==> config.mk <==
export PLATFORM = sky130hd
export DESIGN_NAME = dmpc_core
export DESIGN_NICKNAME = d
export VERILOG_FILES = /design/src/verilog/dmpc_pkg.sv /design/src/verilog/dmpc_core.sv
export SDC_FILE = /design/constraint.sdc
export NUM_CORES = 1
export LEC_CHECK = 0
export BUFFER_PORTS_ARGS = -buffer_cell sky130_fd_sc_hd__buf_4
export CORE_MARGIN = 10
export CORE_UTILIZATION = 45
export CTS_CLUSTER_DIAMETER = 150
export CTS_CLUSTER_SIZE = 16
export DETAILED_ROUTE_END_ITERATION = 10
export PLACE_DENSITY = 0.76
export SLEW_MARGIN = 20
export SYNTH_ARGS = -nofsm -noshare
export SYNTH_HDL_FRONTEND = slang
export SYNTH_SLANG_ARGS = --single-unit
==> constraint.sdc <==
create_clock -name clk_sys -period 4.5 [get_ports clk_sys]
set_clock_uncertainty 0.05 [all_clocks]
set_input_delay 0.9 -clock clk_sys [delete_from_list [all_inputs] [get_ports clk_sys]]
set_output_delay 0.9 -clock clk_sys [all_outputs]
set_load 0.02 [all_outputs]
==> src/verilog/dmpc_pkg.sv <==
// Constants and types for the device mode protection control block
package dmpc_pkg;

    // ************************************************************
    // Lifecycle modes and their stored configuration codes
    // ************************************************************
    typedef enum logic [1:0] {MODE_VIRGIN, MODE_INIT, MODE_PROTECTED, MODE_TAMPERED} dmpc_mode_e;

    localparam logic [7:0] CFG_VIRGIN    = 8'h5a;
    localparam logic [7:0] CFG_INIT      = 8'h3c;
    localparam logic [7:0] CFG_PROTECTED = 8'ha5;
    localparam logic [7:0] CFG_TAMPERED  = 8'hc3;

    // ************************************************************
    // Monitor commands
    // ************************************************************
    localparam logic [7:0] CMD_STATUS      = 8'h01;
    localparam logic [7:0] CMD_PROGRAM     = 8'h02;
    localparam logic [7:0] CMD_READ        = 8'h03;
    localparam logic [7:0] CMD_PROTECT     = 8'h04;
    localparam logic [7:0] CMD_RETURN_INIT = 8'h05;
    localparam logic [7:0] CMD_LEAVE_VIRGIN = 8'h06;
    localparam logic [7:0] CMD_BREAK       = 8'h10;
    localparam logic [7:0] CMD_RESUME      = 8'h11;
    localparam logic [7:0] CMD_STEP        = 8'h12;
    localparam logic [7:0] CMD_DBG_LAST    = 8'h17;

    // ************************************************************
    // Code memory layout
    // ************************************************************
    localparam int         BLOCK_BYTES    = 64;
    localparam logic [6:0] BLOCK_LAST     = 7'h3f;
    localparam logic [6:0] READ_END       = 7'h41;
    localparam logic [7:0] CFG_BLOCK      = 8'hff;
    localparam logic [9:0] CFG_BLOCK_ADDR = 10'h0ff;
    localparam logic [15:0] CFG_ADDR      = 16'h3fc0;
    localparam logic [15:0] WARM_BOOT_VEC = 16'h0100;

    // ************************************************************
    // Status byte fields and timing
    // ************************************************************
    localparam int ST_REJECT = 7;
    localparam int ST_HALT   = 6;
    localparam int ST_BUSY   = 5;
    localparam int CLK_MHZ      = 10;
    localparam int LINK_IDLE_US = 100;
    localparam int LINK_IDLE_CYC = LINK_IDLE_US * CLK_MHZ;

    // ************************************************************
    // Carriers
    // ************************************************************
    typedef enum logic [2:0] {MEM_READ, MEM_WRITE, MEM_ERASE, MEM_CFG_RD, MEM_CFG_WR} dmpc_mop_e;

    typedef struct packed {
        dmpc_mop_e   op;
        logic [15:0] addr;
        logic [7:0]  data;
    } dmpc_mreq_s;

    typedef struct packed {
        logic [7:0]  code;
        logic [15:0] operand;
    } dmpc_dbg_s;

endpackage : dmpc_pkg

==> src/verilog/dmpc_core.sv <==
// Lifecycle mode control with cold boot hand-off and monitor port gating
`timescale 1ns/10ps
// Overview of operation
// - Four lifecycle modes govern port and memory access
// - Mode bytes in memory; only monitor commands change
// - Factory devices leave in development mode
// - Development mode allows full monitor and programming
// - Break command halts application until resume, protect command, wake-up or reset
// - Protected mode blocks memory access and debug
// - Return command erases memory then resumes development
// - Tampered during return; stays tampered on failure
// - Repeated return from tampered retries erase sequence
// - Virgin mode left once, never re-entered
// - Cold boot after every reset and wake-up
// - Boot decodes mode, applies flags, jumps warm vector
// - Boot leaves wake and reset source records alone
// - Two-wire link: serial data and serial clock
// - Programming works on 64-byte blocks
// - Forwards 16-bit monitor debug features
// - Protected and tampered honour only status and return commands
// - Development mode turns watchdog overflow into NMI
module dmpc_core
    import dmpc_pkg::*;
#(
    parameter int IDLE_CYC = LINK_IDLE_CYC
) (
    // Clock and reset
    input  wire logic       clk_sys,
    input  wire logic       rstn,
    // Power management
    input  wire logic       wake_pwroff,
    // Monitor link pins
    input  wire logic       monitor_serial_clock,
    input  wire logic       monitor_serial_data_i,
    output logic            monitor_serial_data_o,
    output logic            monitor_serial_data_oe,
    // Code memory port
    output logic            mem_valid,
    output dmpc_mreq_s      mem_req,
    input  wire logic       mem_ack,
    input  wire logic       mem_ok,
    input  wire logic [7:0] mem_rdata,
    // User code write filter
    input  wire logic       cpu_wr_req,
    input  wire logic [15:0] cpu_wr_addr,
    output logic            cpu_wr_grant,
    // CPU control
    output logic            cpu_start,
    output logic [15:0]     cpu_start_vec,
    output logic            cpu_halt,
    output logic            boot_busy,
    // Mode and flags
    output dmpc_mode_e      mode,
    output logic            debug_en,
    output logic            mon_mem_en,
    output logic            wdt_nmi_en,
    output logic            cmd_reject,
    // Debug engine
    output logic            dbg_valid,
    output dmpc_dbg_s       dbg_cmd
);

    // ************************************************************
    // Declarations
    // ************************************************************
    typedef enum {S_BOOT, S_BOOT_W, S_RUN, S_CFG, S_CFG_W, S_ERASE, S_ERASE_W} dmpc_st_e;
    typedef enum {L_CMD, L_BLK, L_TURN, L_PROG, L_READ, L_STAT, L_OPND} dmpc_lst_e;

    dmpc_st_e   st_r;
    dmpc_lst_e  lst_r;
    dmpc_mode_e mode_r;
    dmpc_mode_e tgt_r;
    logic       sclk_s1_r, sclk_s2_r, sclk_s3_r;
    logic       sdi_s1_r, sdi_s2_r;
    logic       rise, fall;
    logic [2:0] bit_r;
    logic [7:0] rx_r;
    logic       byte_p_r;
    logic [$clog2(IDLE_CYC+1)-1:0] idle_r;
    logic [7:0] cmd_r;
    logic [7:0] blk_r;
    logic [6:0] idx_r;
    logic [7:0] tx_r;
    logic [7:0] rdbuf_r;
    logic [15:0] opnd_r;
    logic       opnd_cnt_r;
    logic       rej_r;
    logic       lnk_go;
    dmpc_mreq_s lnk_req;
    logic       ret_req, prot_req, lock_req;
    logic       go;
    dmpc_mreq_s req_nxt;
    logic       dev, mem_mode, idle;
    logic       cfg_done;

    assign dev      = (mode_r == MODE_INIT) && (st_r == S_RUN);
    assign mem_mode = dev || ((mode_r == MODE_VIRGIN) && (st_r == S_RUN));
    assign idle     = (st_r == S_RUN) && !mem_valid;

    // ************************************************************
    // Link synchronisers and edge detect
    // ************************************************************
    always_ff @(posedge clk_sys or negedge rstn) begin
        if (!rstn) begin
            sclk_s1_r <= 1'b0;
            sclk_s2_r <= 1'b0;
            sclk_s3_r <= 1'b0;
            sdi_s1_r  <= 1'b0;
            sdi_s2_r  <= 1'b0;
        end else begin
            sclk_s1_r <= monitor_serial_clock;
            sclk_s2_r <= sclk_s1_r;
            sclk_s3_r <= sclk_s2_r;
            sdi_s1_r  <= monitor_serial_data_i;
            sdi_s2_r  <= sdi_s1_r;
        end
    end

    assign rise = sclk_s2_r && !sclk_s3_r;
    assign fall = !sclk_s2_r && sclk_s3_r;

    // ************************************************************
    // Bit and byte framing
    // ************************************************************
    // A stalled host loses its partial byte and the rest of the frame; the decoder returns to command
    always_ff @(posedge clk_sys or negedge rstn) begin
        if (!rstn) begin
            bit_r    <= 3'h0;
            rx_r     <= 8'h00;
            byte_p_r <= 1'b0;
            idle_r   <= '0;
        end else begin
            byte_p_r <= rise && (bit_r == 3'h7);
            if (rise || fall) begin
                idle_r <= '0;
            end else if (idle_r != IDLE_CYC[$bits(idle_r)-1:0]) begin
                idle_r <= idle_r + 1'b1;
            end
            if (rise) begin
                rx_r  <= {rx_r[6:0], sdi_s2_r};
                bit_r <= bit_r + 3'h1;
            end else if (idle_r == IDLE_CYC[$bits(idle_r)-1:0]) begin
                bit_r <= 3'h0;
            end
        end
    end

    // ************************************************************
    // Monitor command decoder
    // ************************************************************
    always_ff @(posedge clk_sys or negedge rstn) begin
        if (!rstn) begin
            lst_r      <= L_CMD;
            cmd_r      <= 8'h00;
            blk_r      <= 8'h00;
            idx_r      <= 7'h00;
            opnd_r     <= 16'h0000;
            opnd_cnt_r <= 1'b0;
            rej_r      <= 1'b0;
            lnk_go     <= 1'b0;
            lnk_req    <= '0;
            ret_req    <= 1'b0;
            prot_req   <= 1'b0;
            lock_req   <= 1'b0;
            dbg_valid  <= 1'b0;
            dbg_cmd    <= '0;
            cmd_reject <= 1'b0;
        end else begin
            lnk_go     <= 1'b0;
            ret_req    <= 1'b0;
            prot_req   <= 1'b0;
            lock_req   <= 1'b0;
            dbg_valid  <= 1'b0;
            cmd_reject <= 1'b0;
            if (idle_r == IDLE_CYC[$bits(idle_r)-1:0]) begin
                lst_r <= L_CMD;
            end else if (byte_p_r) begin
                case (lst_r)
                    L_CMD: begin
                        cmd_r <= rx_r;
                        rej_r <= 1'b0;
                        if (rx_r == CMD_STATUS) begin
                            lst_r <= L_STAT;
                        end else if ((rx_r == CMD_PROGRAM || rx_r == CMD_READ) && mem_mode) begin
                            lst_r <= L_BLK;
                        end else if (rx_r == CMD_PROTECT && dev) begin
                            prot_req <= 1'b1;
                        end else if (rx_r == CMD_RETURN_INIT && idle
                                     && (mode_r == MODE_PROTECTED || mode_r == MODE_TAMPERED)) begin
                            ret_req <= 1'b1;
                        end else if (rx_r == CMD_LEAVE_VIRGIN && idle && mode_r == MODE_VIRGIN) begin
                            lock_req <= 1'b1;
                        end else if (rx_r >= CMD_BREAK && rx_r <= CMD_DBG_LAST && dev) begin
                            lst_r      <= L_OPND;
                            opnd_cnt_r <= 1'b0;
                        end else begin
                            rej_r      <= 1'b1;
                            cmd_reject <= 1'b1;
                        end
                    end
                    L_BLK: begin
                        blk_r <= rx_r;
                        idx_r <= 7'h00;
                        // Config block only moves through mode commands
                        if (rx_r == CFG_BLOCK || !mem_mode) begin
                            lst_r      <= L_CMD;
                            rej_r      <= 1'b1;
                            cmd_reject <= 1'b1;
                        end else if (cmd_r == CMD_PROGRAM) begin
                            lst_r <= L_PROG;
                        end else begin
                            lst_r   <= L_TURN;
                            lnk_go  <= 1'b1;
                            lnk_req <= '{MEM_READ, {2'h0, rx_r, 6'h00}, 8'h00};
                            idx_r   <= 7'h01;
                        end
                    end
                    L_PROG: begin
                        lnk_go  <= 1'b1;
                        lnk_req <= '{MEM_WRITE, {2'h0, blk_r, idx_r[5:0]}, rx_r};
                        idx_r   <= idx_r + 7'h01;
                        if (idx_r == BLOCK_LAST) begin
                            lst_r <= L_CMD;
                        end
                    end
                    L_TURN, L_READ: begin
                        lst_r <= L_READ;
                        if (idx_r == READ_END) begin
                            lst_r <= L_CMD;
                        end else begin
                            idx_r <= idx_r + 7'h01;
                        end
                        if (idx_r <= BLOCK_LAST) begin
                            lnk_go  <= 1'b1;
                            lnk_req <= '{MEM_READ, {2'h0, blk_r, idx_r[5:0]}, 8'h00};
                        end
                    end
                    L_STAT: begin
                        lst_r <= L_CMD;
                    end
                    L_OPND: begin
                        opnd_r     <= {opnd_r[7:0], rx_r};
                        opnd_cnt_r <= 1'b1;
                        if (opnd_cnt_r) begin
                            lst_r     <= L_CMD;
                            dbg_valid <= dev;
                            dbg_cmd   <= '{cmd_r, {opnd_r[7:0], rx_r}};
                        end
                    end
                    default: begin
                        lst_r <= L_CMD;
                    end
                endcase
            end
        end
    end

    // ************************************************************
    // Response shifter
    // ************************************************************
    // Read data is fetched one byte ahead so the host sees no gap
    always_ff @(posedge clk_sys or negedge rstn) begin
        if (!rstn) begin
            tx_r    <= 8'h00;
            rdbuf_r <= 8'h00;
        end else begin
            if (mem_valid && mem_ack && mem_req.op == MEM_READ) begin
                rdbuf_r <= mem_rdata;
            end
            if (byte_p_r && lst_r == L_CMD && rx_r == CMD_STATUS) begin
                tx_r <= {rej_r, cpu_halt, !idle, 3'h0, mode_r};
                tx_r[ST_REJECT] <= rej_r;
                tx_r[ST_HALT]   <= cpu_halt;
                tx_r[ST_BUSY]   <= !idle;
            end else if (byte_p_r && (lst_r == L_TURN || lst_r == L_READ)) begin
                tx_r <= rdbuf_r;
            end else if (fall && bit_r != 3'h0) begin
                tx_r <= {tx_r[6:0], 1'b0};
            end
        end
    end

    always_ff @(posedge clk_sys or negedge rstn) begin
        if (!rstn) begin
            monitor_serial_data_o  <= 1'b0;
            monitor_serial_data_oe <= 1'b0;
        end else begin
            monitor_serial_data_o  <= tx_r[7];
            monitor_serial_data_oe <= (lst_r == L_READ || lst_r == L_STAT);
        end
    end

    // ************************************************************
    // Mode sequencer
    // ************************************************************
    assign cfg_done = mem_valid && mem_ack;

    always_ff @(posedge clk_sys or negedge rstn) begin
        if (!rstn) begin
            st_r          <= S_BOOT;
            mode_r        <= MODE_TAMPERED;
            tgt_r         <= MODE_INIT;
            cpu_start     <= 1'b0;
            cpu_start_vec <= 16'h0000;
        end else begin
            cpu_start <= 1'b0;
            if (wake_pwroff) begin
                st_r <= S_BOOT;
            end else begin
                case (st_r)
                    // Wake and reset source records have no path here
                    S_BOOT: begin
                        st_r <= S_BOOT_W;
                    end
                    S_BOOT_W: begin
                        if (cfg_done) begin
                            st_r          <= S_RUN;
                            cpu_start     <= 1'b1;
                            cpu_start_vec <= WARM_BOOT_VEC;
                            case (mem_rdata)
                                CFG_VIRGIN:    mode_r <= MODE_VIRGIN;
                                CFG_INIT:      mode_r <= MODE_INIT;
                                CFG_PROTECTED: mode_r <= MODE_PROTECTED;
                                // Unknown codes fail safe to tampered
                                default:       mode_r <= MODE_TAMPERED;
                            endcase
                        end
                    end
                    S_RUN: begin
                        if (ret_req) begin
                            tgt_r  <= MODE_TAMPERED;
                            mode_r <= MODE_TAMPERED;
                            st_r   <= S_CFG;
                        end else if (prot_req) begin
                            tgt_r <= MODE_PROTECTED;
                            st_r  <= S_CFG;
                        end else if (lock_req) begin
                            tgt_r <= MODE_INIT;
                            st_r  <= S_CFG;
                        end
                    end
                    S_CFG: begin
                        st_r <= S_CFG_W;
                    end
                    S_CFG_W: begin
                        if (cfg_done) begin
                            st_r <= S_RUN;
                            if (!mem_ok) begin
                                st_r <= S_RUN;
                            end else if (tgt_r == MODE_TAMPERED) begin
                                st_r <= S_ERASE;
                            end else begin
                                mode_r <= tgt_r;
                            end
                        end
                    end
                    S_ERASE: begin
                        st_r <= S_ERASE_W;
                    end
                    S_ERASE_W: begin
                        if (cfg_done) begin
                            st_r <= S_RUN;
                            if (mem_ok) begin
                                tgt_r <= MODE_INIT;
                                st_r  <= S_CFG;
                            end
                        end
                    end
                    default: begin
                        st_r <= S_BOOT;
                    end
                endcase
            end
        end
    end

    // ************************************************************
    // Memory port
    // ************************************************************
    always_comb begin
        go      = 1'b0;
        req_nxt = lnk_req;
        case (st_r)
            S_BOOT: begin
                go      = 1'b1;
                req_nxt = '{MEM_CFG_RD, CFG_ADDR, 8'h00};
            end
            S_CFG: begin
                go      = 1'b1;
                req_nxt = '{MEM_CFG_WR, CFG_ADDR, (tgt_r == MODE_TAMPERED) ? CFG_TAMPERED :
                            (tgt_r == MODE_PROTECTED) ? CFG_PROTECTED : CFG_INIT};
            end
            S_ERASE: begin
                go      = 1'b1;
                req_nxt = '{MEM_ERASE, 16'h0000, 8'h00};
            end
            S_RUN: begin
                go = lnk_go && mem_mode;
            end
            default: begin
                go = 1'b0;
            end
        endcase
    end

    always_ff @(posedge clk_sys or negedge rstn) begin
        if (!rstn) begin
            mem_valid <= 1'b0;
            mem_req   <= '0;
        end else if (go) begin
            mem_valid <= 1'b1;
            mem_req   <= req_nxt;
        end else if (mem_ack) begin
            mem_valid <= 1'b0;
        end
    end

    // ************************************************************
    // Flags, halt and user write filter
    // ************************************************************
    always_ff @(posedge clk_sys or negedge rstn) begin
        if (!rstn) begin
            cpu_halt   <= 1'b0;
            debug_en   <= 1'b0;
            mon_mem_en <= 1'b0;
            wdt_nmi_en <= 1'b0;
            boot_busy  <= 1'b1;
            mode       <= MODE_TAMPERED;
        end else begin
            mode       <= mode_r;
            boot_busy  <= (st_r == S_BOOT || st_r == S_BOOT_W);
            debug_en   <= dev;
            mon_mem_en <= mem_mode;
            wdt_nmi_en <= dev;
            if (wake_pwroff || !dev) begin
                cpu_halt <= 1'b0;
            end else if (dbg_valid && dbg_cmd.code == CMD_BREAK) begin
                cpu_halt <= 1'b1;
            end else if (dbg_valid && dbg_cmd.code == CMD_RESUME) begin
                cpu_halt <= 1'b0;
            end
        end
    end

    assign cpu_wr_grant = cpu_wr_req && (cpu_wr_addr[15:6] != CFG_BLOCK_ADDR);

endmodule : dmpc_core

# After elaboration in Yosys (flattened, before gate mapping)
# Cells that the tools add are included.
dict set report word_totals {
  output_inout_bits 81
  word_cells 309
  input_bits 32
  reg_bits 239
}
dict set report classes {
  bitwise 2
  reduce_logical 72
  n_mux 115
  add_sub_neg 3
  eq_ne 69
  magnitude_cmp 3
}
# cell n
set op_table {}
lappend op_table {{$mux 32} 17}
lappend op_table {{$eq 32x3->1 const B} 7}
lappend op_table {{$pmux 32 s7} 1}
lappend op_table {{$pmux 27 s3} 2}
lappend op_table {{$eq 32x2->1 const B} 5}
lappend op_table {{$pmux 32 s5} 1}
lappend op_table {{$logic_not 32->1} 4}
lappend op_table {{$mux 27} 3}
lappend op_table {{$eq 32x1->1 const B} 2}
lappend op_table {{$eq 32x4->1 const B} 2}
lappend op_table {{$mux 1} 58}
lappend op_table {{$mux 8} 5}
lappend op_table {{$ne 2x2->1 const B} 18}
lappend op_table {{$ne 5x5->1 const B} 5}
lappend op_table {{$eq 8x2->1 const B} 3}
lappend op_table {{$eq 8x3->1 const B} 3}
lappend op_table {{$logic_and 1x1->1} 24}
lappend op_table {{$mux 2} 11}
lappend op_table {{$pmux 7 s3} 1}
lappend op_table {{$mux 10} 2}
lappend op_table {{$eq 8x5->1 const B} 2}
lappend op_table {{$eq 8x8->1 const B} 2}
lappend op_table {{$reduce_and 4->1} 4}
lappend op_table {{$mux 3} 5}
lappend op_table {{other kinds (38)} 77}

# Depth between registers and ports, before layout
# Gate-level depths: netlist (run 1).
dict set report logic_depth {
  depth_word 12
  ltp_mapped 9
  depth_no_buf 7
}

# Worst setup path before layout (run 1)
# Ideal clock, no wire load.
dict set report synth_path {
  path_type {input port to output port}
  start {input port cpu_wr_addr[13]}
  end {output port cpu_wr_grant}
  stages 2
  required_time_ns 3.550
  n_path_buf 0
  slack_ns 2.115
  t_arrival_ns 1.435
  cell_sequence {nand4_1 -> o41a_1}
}
dict set report synth_between {
  elab_chain_cells 2
}
# item line_no
set synth_rtl {}
lappend synth_rtl {{start, declared} dmpc_core.sv:45} ;# input wire logic [15:0] cpu_wr_addr,
lappend synth_rtl {{$ne 10x8->1} dmpc_core.sv:445} ;# assign cpu_wr_grant = cpu_wr_req && (cpu_wr_addr[15:6] != CFG_BLOCK_ADDR);
lappend synth_rtl {{$logic_and 1x1->1} dmpc_core.sv:445}
lappend synth_rtl {{end, declared} dmpc_core.sv:46} ;# output logic cpu_wr_grant,
# No other way between the ends.

# Final worst setup path (run 1)
dict set report layout_path {
  start {register st_r[1]}
  end {register lnk_req[17] in the netlist's numbering}
}
dict set report layout_between {
  elab_chain_cells 7
  word_cells_on_any_way 8
}
# item line_no
set layout_rtl {}
lappend layout_rtl {{start, declared} dmpc_core.sv:69} ;# dmpc_st_e st_r;
lappend layout_rtl {{start signal, assigned} dmpc_core.sv:300} ;# st_r <= S_BOOT;
lappend layout_rtl {{start signal, assigned} dmpc_core.sv:308} ;# st_r <= S_BOOT;
lappend layout_rtl {{start signal, assigned} dmpc_core.sv:313} ;# st_r <= S_BOOT_W;
lappend layout_rtl {{$eq 32x3->1 *} {dmpc_core.sv:96, dmpc_core.sv:97}}
lappend layout_rtl {{$logic_and 1x1->1 (on tied branches)} {dmpc_core.sv:96, dmpc_core.sv:97}}
lappend layout_rtl {{$logic_or 1x1->1 *} dmpc_core.sv:97} ;# assign mem_mode = dev || ((mode_r == MODE_VIRGIN) && (st_r == S_RUN));
lappend layout_rtl {{net mem_mode} dmpc_core.sv:93} ;# logic dev, mem_mode, idle;
lappend layout_rtl {{$logic_not 1->1 *} dmpc_core.sv:205} ;# if (rx_r == CFG_BLOCK || !mem_mode) begin
lappend layout_rtl {{$logic_or 1x1->1 *} dmpc_core.sv:205}
lappend layout_rtl {{$ne 2x2->1 (no source line) *} -}
lappend layout_rtl {{$reduce_and 6->1 (no source line) *} -}
lappend layout_rtl {{end signal, assigned} dmpc_core.sv:214} ;# lnk_req <= '{MEM_READ, {2'h0, rx_r, 6'h00}, 8'h00};
lappend layout_rtl {{end signal, assigned} dmpc_core.sv:220} ;# lnk_req <= '{MEM_WRITE, {2'h0, blk_r, idx_r[5:0]}, rx_r};
lappend layout_rtl {{end signal, assigned} dmpc_core.sv:235} ;# lnk_req <= '{MEM_READ, {2'h0, blk_r, idx_r[5:0]}, 8'h00};
lappend layout_rtl {{end, declared} dmpc_core.sv:89} ;# dmpc_mreq_s lnk_req;
# The timed path passes the listed nets; every way through them passes the cells marked *.
# A chain may end at the register's enable or synchronous reset.

==> impl_results.md, run 1 <==
- Antenna-violating nets left: 0
- Post-placement cell count: 1038
- Most frequent cells in the layout: sky130_fd_sc_hd__dfrtp_1 (169), sky130_fd_sc_hd__nand2_1 (101), sky130_fd_sc_hd__buf_4 (93)
- # diodes: 0
- Largest net degree at the start of global routing: 119
- Count of flip-flops with a built-in enable after synthesis: 0
- Number of antenna violations at the first check in global routing: 0
- Total clock buffers created by CTS: 17
- Total Routing Usage GR: 15.8%
- Largest voltage drop on the vdd net: 0.000292 V
- Post-CTS setup buffer count: 0
- Static power due to leakage: about 4.5 nW
- Timing startpoint of the critical path: st_r[1]
- Startpoint of the worst register-to-register path: st_r[1]
- Starting utilization of the core area: 45.8%
- Total count of hold-check failures in the final report: 0
- Die Area: 0.0241 mm2
- Maximum level of the CTS H-tree: 4
- Synthesized netlist cell count: 757
- Hold Path Class: flop to flop
- Count of hold buffers inserted by post-cts repair: 0
- Max Cap Viol: 0
- Worst Hold Path Cells: 0
- Ratio of routed vias to standard cells: approximately 5.5
- IO buf count: 89
- Fraction of the yosys area taken by sequential cells: 53.3%
- Global-route wire length before repair: slightly above 30000 um
- Worst Setup End Kind: flop
- Clock insertion delay at the later pin of the skew report: 0.43 ns
- Mean Syn Cell Area: 10.9 um2
- Maximum fanout encountered on the critical timing path: 21
- Required time of the critical path: 4.76 ns
- Placer congestion estimate: 0.859
- Vias post-DR: 5858
- Yosys warning count: 0
- Worst setup slack for register-to-register paths: around 1.3 ns
- Share of flip-flops with an asynchronous set or reset: 100%
- Worst setup SP type: flop
- Floorplan Core Area: 0.0180 mm2
- Total Negative Setup Slacks: 0 ns
- Final min period: 3.22 ns
- Clock slew seen by the registers of the worst setup and hold paths: around 0.060 ns
- Half-perimeter wire length after placement: 13100 um
- Origin of the worst min-delay path: sclk_s1_r
- Largest stage delay, worst path: 0.78 ns
- Period Utilization, post-route: 71.6%
- Wirelength per Cell: 17.6 um
- Post-place instance area: 0.00894 mm2
- Slew @ Worst Pin: 1.03 ns
- Summed area of non-filler cells in the final layout: 0.00959 mm2
- Pins Over Slew Limit: 0
- 1st-pass router iterations: 5
- Power density cells: 462 mW/mm2
- Max transition margin: 31.4%
- Most instantiated flip-flop cell in the synthesis netlist: sky130_fd_sc_hd__dfrtp_1
- Max Buffers Root-to-Sink: 2
- 1st-iter DRT viols: 425
- Number of fill cells: 1552
- Most frequent standard cell in the layout excluding fill and tap cells: sky130_fd_sc_hd__dfrtp_1
- Final worst hold slack: 0.303 ns
- Syn-to-layout area delta: 16.6%
- Remaining global-route overflow: 0
- Number of sinks driven by the clock tree: 175
- Die height: 155 um
- Total Nets Final: 870
- Cell with the largest stage delay on the worst path: sky130_fd_sc_hd__o21a_1
- Gates resized, CTS repair: 0
- CP arrival: between 3 and 4 ns
- Site Rows: 49
- Proportion of layout cells with a drive suffix above 1: 26.4%
- Aggregate routed wire length: 18900 um
- CTS tree: yes
- Depth of the worst register-to-register path: 6
- Outcome: completed
- Remaining DRCs: 0
- Achievable frequency: slightly above 0.3 GHz
- Top Ports: 113
- CTS root buffer: sky130_fd_sc_hd__clkbuf_16
- Number of standard cells in the layout, taps in and fillers out: about 1.1k
- Worst-path cell chain: nor4b_4 -> o2111ai_1 -> o22ai_1 -> o21a_1 -> buf_4 -> mux2_4
- Number of different library cells in the post-synthesis netlist: 76
- Final-report setup violation count: 0
- Overall die width: around 160 um
- Setup Crit Path Kind: flop to flop
- Unrepaired setup endpoints after global routing: no
- Number of global-route vias before repair: 5899
- Register bit count reported by yosys: between 150 and 200
- Synthesized area: just over 0.008 mm2
worst max-delay path, delay by kind of cell (launching register included):
| family | cells | cell delay [ns] |
|---|---|---|
| AOI/OAI and AO/OA | 3 | 1.27 |
| DFF | 1 | 0.69 |
| and+or+nand+nor | 1 | 0.50 |
| muxes | 1 | 0.30 |
| buffers and inverters | 1 | 0.29 |
registers in the layout, indices dropped and copies added (netlist names), 3 cells and up:
name	flops
rdbuf_r	8
tx_r	8
blk_r	8
lst_r	3
rx_r	8
idx_r	7
idle_r	10
bit_r	3
dbg_cmd	24
opnd_r	8
cmd_r	8
lnk_req	23
st_r	3
mem_req	25
area by class of cell:
cell class / instances / area, um2 / area share, %
multi-input combinational: 506 / 3420 / 35.6
clock buffer: 23 / 478 / 4.99
clock inverter: 9 / 155 / 1.62
sequential: 175 / 4390 / 45.8
tap: 229 / 287 / 2.99
inverter: 33 / 124 / 1.29
timing repair buffer: 96 / 739 / 7.71
power by group:
part | internal [mW] | switching [mW] | total, mW
clock | 0.975 | 0.599 | 1.57
combinational | 0.366 | 0.465 | 0.831
sequential | 1.77 | 0.257 | 2.03
total | 3.11 | 1.32 | 4.43
synth_stat cells, types with 5 or more instances:
cell type / number / area share [%]
sky130_fd_sc_hd__inv_1: 33 / 1.5
sky130_fd_sc_hd__ha_1: 9 / 1.4
sky130_fd_sc_hd__nand3_1: 30 / 1.8
sky130_fd_sc_hd__and2_1: 12 / 0.91
sky130_fd_sc_hd__nor3_1: 13 / 0.79
sky130_fd_sc_hd__mux2_4: 10 / 1.8
sky130_fd_sc_hd__buf_4: 21 / 1.9
sky130_fd_sc_hd__a21oi_1: 27 / 1.6
sky130_fd_sc_hd__buf_2: 10 / 0.61
sky130_fd_sc_hd__nor4_1: 12 / 0.91
sky130_fd_sc_hd__dfstp_2: 6 / 1.9
sky130_fd_sc_hd__clkbuf_1: 20 / 0.91
sky130_fd_sc_hd__nor2b_1: 11 / 0.84
sky130_fd_sc_hd__nand2b_1: 6 / 0.46
sky130_fd_sc_hd__xnor2_1: 7 / 0.75
sky130_fd_sc_hd__nand2_1: 101 / 4.6
sky130_fd_sc_hd__o21ai_0: 46 / 2.8
sky130_fd_sc_hd__nor2_1: 36 / 1.6
sky130_fd_sc_hd__or3_1: 6 / 0.46
sky130_fd_sc_hd__a211oi_1: 5 / 0.46
sky130_fd_sc_hd__mux2i_1: 17 / 2.1
sky130_fd_sc_hd__mux2_2: 63 / 8.6
sky130_fd_sc_hd__dfrtp_1: 169 / 51
final timing paths:
path | end
max in group asynchronous | lnk_req[16]
setup reg to reg | lnk_req[17]
setup / recovery | lnk_req[17]
hold / removal | sclk_s2_r
hold reg to reg | sclk_s2_r
min in group asynchronous | wdt_nmi_en
kinds of logic (layout without fill, tap and decap cells):
logic type | after synthesis | in the layout | share of synthesized area (%)
adder cells (fa/ha/maj) | 9 | 9 | 1.37
flip-flops | 175 | 175 | 53.3
multiplexers | 90 | 90 | 12.5
XOR/XNOR | 10 | 10 | 1.07
AND/OR/NAND/NOR | 256 | 256 | 15.8
other | 1 | 17 | 0.0456
AO/OA/AOI/OAI | 124 | 124 | 9.97
buffers and inverters | 92 | 161 | 5.89
through the flow:
step	util [%]	worst slack [ns]	total power, mW
floorplan	-	2.12	2.55
global placement	49.8	1.35	2.85
detailed placement	49.8	1.29	2.88
CTS	53.3	1.27	4.46
global route	53.4	1.04	4.64
finish	53.4	1.28	4.43
routing by layer:
metal / wire (um) / track usage, % / vias up
li1: - / - / 2745
met1: 8100 / 19.9 / 2894
met2: 9020 / 25.4 / 180
met3: 1370 / 4.66 / 39
met4: 401 / 5.48 / 0
met5: 0 / 0 / -
Power figures use the tool's default switching activity.
==> run 2: changes to the inputs <==
--- a/config.mk
+++ b/config.mk
@@ -5,6 +5,7 @@
 export SDC_FILE = /design/constraint.sdc
 export NUM_CORES = 1
 export LEC_CHECK = 0
+export ABC_AREA = 1
 export BUFFER_PORTS_ARGS = -buffer_cell sky130_fd_sc_hd__buf_4
 export CORE_MARGIN = 10
 export CORE_UTILIZATION = 45
==> constraint.sdc (replaced) <==
create_clock -name clk_sys -period 3.4 [get_ports clk_sys]
set_clock_uncertainty 0.05 [all_clocks]
set_input_delay 0.68 -clock clk_sys [delete_from_list [all_inputs] [get_ports clk_sys]]
set_output_delay 0.68 -clock clk_sys [all_outputs]
set_load 0.02 [all_outputs]
==> impl_results.md, run 2 <==
- Final-report setup violation count: 0 (unchanged)
- Achievable frequency: 0.359 GHz (+16%)
- Share of flip-flops with an asynchronous set or reset: 100% (unchanged)
- Worst setup slack for register-to-register paths: 0.61 ns (-0.67 ns)
- Cell with the most instances on the worst path: sky130_fd_sc_hd__nor2_1
- Synthesized area: 0.00800 mm2 (-2.7%)
- Total Routing Usage GR: 15.9% (+0.14 points)
- Remaining global-route overflow: 0 (unchanged)
- Max Buffers Root-to-Sink: 2 (unchanged)
- Largest register FFs: 25 (unchanged)
- Count of flip-flops with a built-in enable after synthesis: 0 (unchanged)
- Cell type contributing the most total cell area after synthesis: sky130_fd_sc_hd__dfrtp_1
- Worst Setup End Kind: flop
- Setup Crit Path Kind: flop to flop
- Endpoint of the worst setup timing path: mem_valid
- Gates resized, CTS repair: 0 (unchanged)
- Top Ports: 113 (unchanged)
- 1st-pass router iterations: 7 (+2)
- Top flop regs: mem_req: 25 flops, dbg_cmd: 24 flops, lnk_req: 23 flops
- Final critical-path setup slack: 0.613 ns (-0.666 ns)
- Required time of the critical path: 3.64 ns (-1.12 ns)
- Most frequent cell after synthesis: sky130_fd_sc_hd__nand2_1
- Total Nets Final: 1085 (+25%)
- Area contributors post-synth: sky130_fd_sc_hd__dfrtp_1 (53%), sky130_fd_sc_hd__nand2_1 (13%), sky130_fd_sc_hd__o21ai_0 (5.7%)
- Clock insertion delay at the later pin of the skew report: 0.43 ns (about the same)
- Maximum level of the CTS H-tree: 4 (unchanged)
- IO buf count: 89 (unchanged)
- Antenna-violating nets left: 0 (unchanged)
- Most frequent cells in the layout: sky130_fd_sc_hd__nand2_1 (281), sky130_fd_sc_hd__dfrtp_1 (169), sky130_fd_sc_hd__buf_4 (95)
- Register with the highest flop count: mem_req
- Die height: 153 um (-1.2%)
- Wirelength per Cell: 14.4 um (-18%)
- Critical path buffer and inverter count: 1 (unchanged)
- Placer congestion estimate: 0.904 (+5.2%)
- Unrepaired setup endpoints after global routing: no
- Remaining DRCs: 0 (unchanged)
- Period Utilization, post-route: 82.0% (+10 points)
- Maximum fanout encountered on the critical timing path: 17 (-19%)
- Number of different library cells in the post-synthesis netlist: 33 (-57%)
- Count of hold buffers inserted by post-cts repair: 0 (unchanged)
- CP arrival: 3.02 ns (-0.46 ns)
- Largest stage delay, worst path: 0.60 ns (-0.18 ns)
- Startpoint of the worst register-to-register path: st_r[1]
- Layout Utilization: 54.0% (+0.62 points)
- Static power due to leakage: 4.65 nW (+2.6%)
- Global-route wire length before repair: 31400 um (+1.1%)
- Cell depth of the worst setup path: 6 (unchanged)
- Ratio of routed vias to standard cells: 5.04 (-7.8%)
- Number of standard cells in the layout, taps in and fillers out: 1282 (+20%)
- Synthesized netlist cell count: 961 (+27%)
- 1st-iter DRT viols: 491 (+16%)
- Cell with the largest stage delay on the worst path: sky130_fd_sc_hd__nor2_1
- Floorplan Core Area: 0.0174 mm2 (-3.4%)
- Mean Syn Cell Area: 8.33 um2 (-23%)
- Post-synth top area share: 52.9% (+1.4 points)
- Site Rows: 48 (-2.0%)
- Fraction of the yosys area taken by sequential cells: 54.8% (+1.5 points)
- Starting utilization of the core area: 46.1% (+0.32 points)
- CTS root buffer: sky130_fd_sc_hd__clkbuf_16
- Post-Place Setup Slack: 0.612 ns (-0.683 ns)
- Clock slew seen by the registers of the worst setup and hold paths: 0.07 ns (about the same)
- # diodes: 0 (unchanged)
- CTS tree: yes
- Vias post-DR: 6466 (+10%)
- Outcome: completed
- Number of global-route vias before repair: 6403 (+8.5%)
- Final worst hold slack: 0.126 ns (-0.177 ns)
- Aggregate routed wire length: 18400 um (-2.4%)
- Timing startpoint of the critical path: st_r[1]
- Total count of hold-check failures in the final report: 0 (unchanged)
- Final min period: 2.79 ns (-0.434 ns)
- Proportion of layout cells with a drive suffix above 1: 14.7% (-12 points)
- Number of sinks driven by the clock tree: 175 (unchanged)
- Max transition margin: 51.4% (+20 points)
- Number of antenna violations at the first check in global routing: 0 (unchanged)
- Largest voltage drop on the vdd net: 0.000461 V (+58%)
- Overall die width: 153 um (-1.2%)
- Kind of cell adding the most delay to the critical path: simple AND/OR/NAND/NOR gates
- Post-placement cell count: 1250 (+20%)
- Most common library cells after synthesis: sky130_fd_sc_hd__nand2_1 (281), sky130_fd_sc_hd__dfrtp_1 (169), sky130_fd_sc_hd__inv_1 (93), sky130_fd_sc_hd__o21ai_0 (91), sky130_fd_sc_hd__nor2_1 (84)
- Syn-to-layout area delta: 17.1%
- Most instantiated flip-flop cell in the synthesis netlist: sky130_fd_sc_hd__dfrtp_1
- Largest net degree at the start of global routing: 50 (-58%)
- Yosys warning count: 0 (unchanged)
- Post-CTS setup buffer count: 0 (unchanged)
- Hold Path Class: primary input to async pin
- Total clock buffers created by CTS: 17 (unchanged)
- Worst-path cell chain: nand2_1 -> nor2_1 -> nor2_1 -> nand3_1 -> inv_1 -> o21ai_0
- Power density cells: 699 mW/mm2 (+51%)
- Register bit count reported by yosys: 175 (unchanged)
- Total Negative Setup Slacks: 0 ns (unchanged)
- Die Area: 0.0235 mm2 (-2.4%)
- Half-perimeter wire length after placement: 13600 um (+4.0%)
- Depth of the worst register-to-register path: 6 (unchanged)
- Worst setup SP type: flop
- Slew @ Worst Pin: 0.726 ns (-0.300 ns)
- Most frequent standard cell in the layout excluding fill and tap cells: sky130_fd_sc_hd__nand2_1
- Max Cap Viol: 0 (unchanged)
- Crit Reg-Reg Endpoint: mem_valid
- Pins Over Slew Limit: 0 (unchanged)
- Number of fill cells: 1578 (+1.7%)
[run 2: kinds of logic after synthesis]
group	share of synthesized area (%)
AOI/OAI and AO/OA	11.2
xor gates and xnor gates	0.766
adders and majority gates	1.41
buffers and inverters	8.23
DFF	54.8
other	0.0469
and+or+nand+nor	23.5
[run 2: metal layers]
| layer | global-route usage (%) | part of all wire, % | up-vias |
|---|---|---|---|
| met1 | 20.1 | 44 | 3047 |
| met4 | 6.70 | 2.0 | 0 |
| li1 | - | - | 3222 |
| met3 | 3.93 | 5.3 | 27 |
| met2 | 25.6 | 48 | 170 |
| met5 | 0 | 0 | - |
[run 2: worst register-to-register path, stage by stage, from the launching register on]
cell and delay [ns]:
sky130_fd_sc_hd__dfrtp_1 0.47, sky130_fd_sc_hd__nand2_1 0.13, sky130_fd_sc_hd__nor2_1 0.10, sky130_fd_sc_hd__nor2_1 0.60, sky130_fd_sc_hd__nand3_1 0.57, sky130_fd_sc_hd__inv_1 0.56
sky130_fd_sc_hd__o21ai_0 0.16
[run 2: cell type report]
cell class                      count  area, um2  share of cell area (%)
Sequential cell                   175       4390                    46.8
Timing Repair Buffer               97        744                    7.95
Clock inverter                     13        129                    1.38
Inverter                           98        368                    3.93
Tap cell                          225        282                    3.00
Multi-Input combinational cell    655       3020                    32.2
Clock buffer                       19        443                    4.73
[run 2: power breakdown]
| part | switching, mW | internal, mW |
|---|---|---|
| Sequential | 0.267 | 2.46 |
| Clock | 0.850 | 1.04 |
| Combinational | 1.29 | 0.633 |
| Total | 2.41 | 4.14 |
[run 2: how the worst min path moves through the flow]
| stage | end | depth (start not counted) | slack, ns |
|---|---|---|---|
| floorplan | sclk_s2_r | 0 | 0.28 |
| global placement | sdi_s2_r | 0 | 0.29 |
| detailed placement | sclk_s2_r | 0 | 0.29 |
| CTS | lnk_req[21] | 1 | 0.13 |
| global route | dbg_cmd[14] | 1 | 0.14 |
| finish | lnk_req[21] | 1 | 0.13 |
[run 2: through the flow]
stage / total power [mW] / cell area [um2]
floorplan: 4.05 / 8060
global placement: 4.63 / 8800
detailed placement: 4.69 / 8800
CTS: 6.59 / 9370
global route: 6.98 / 9370
finish: 6.55 / 9370
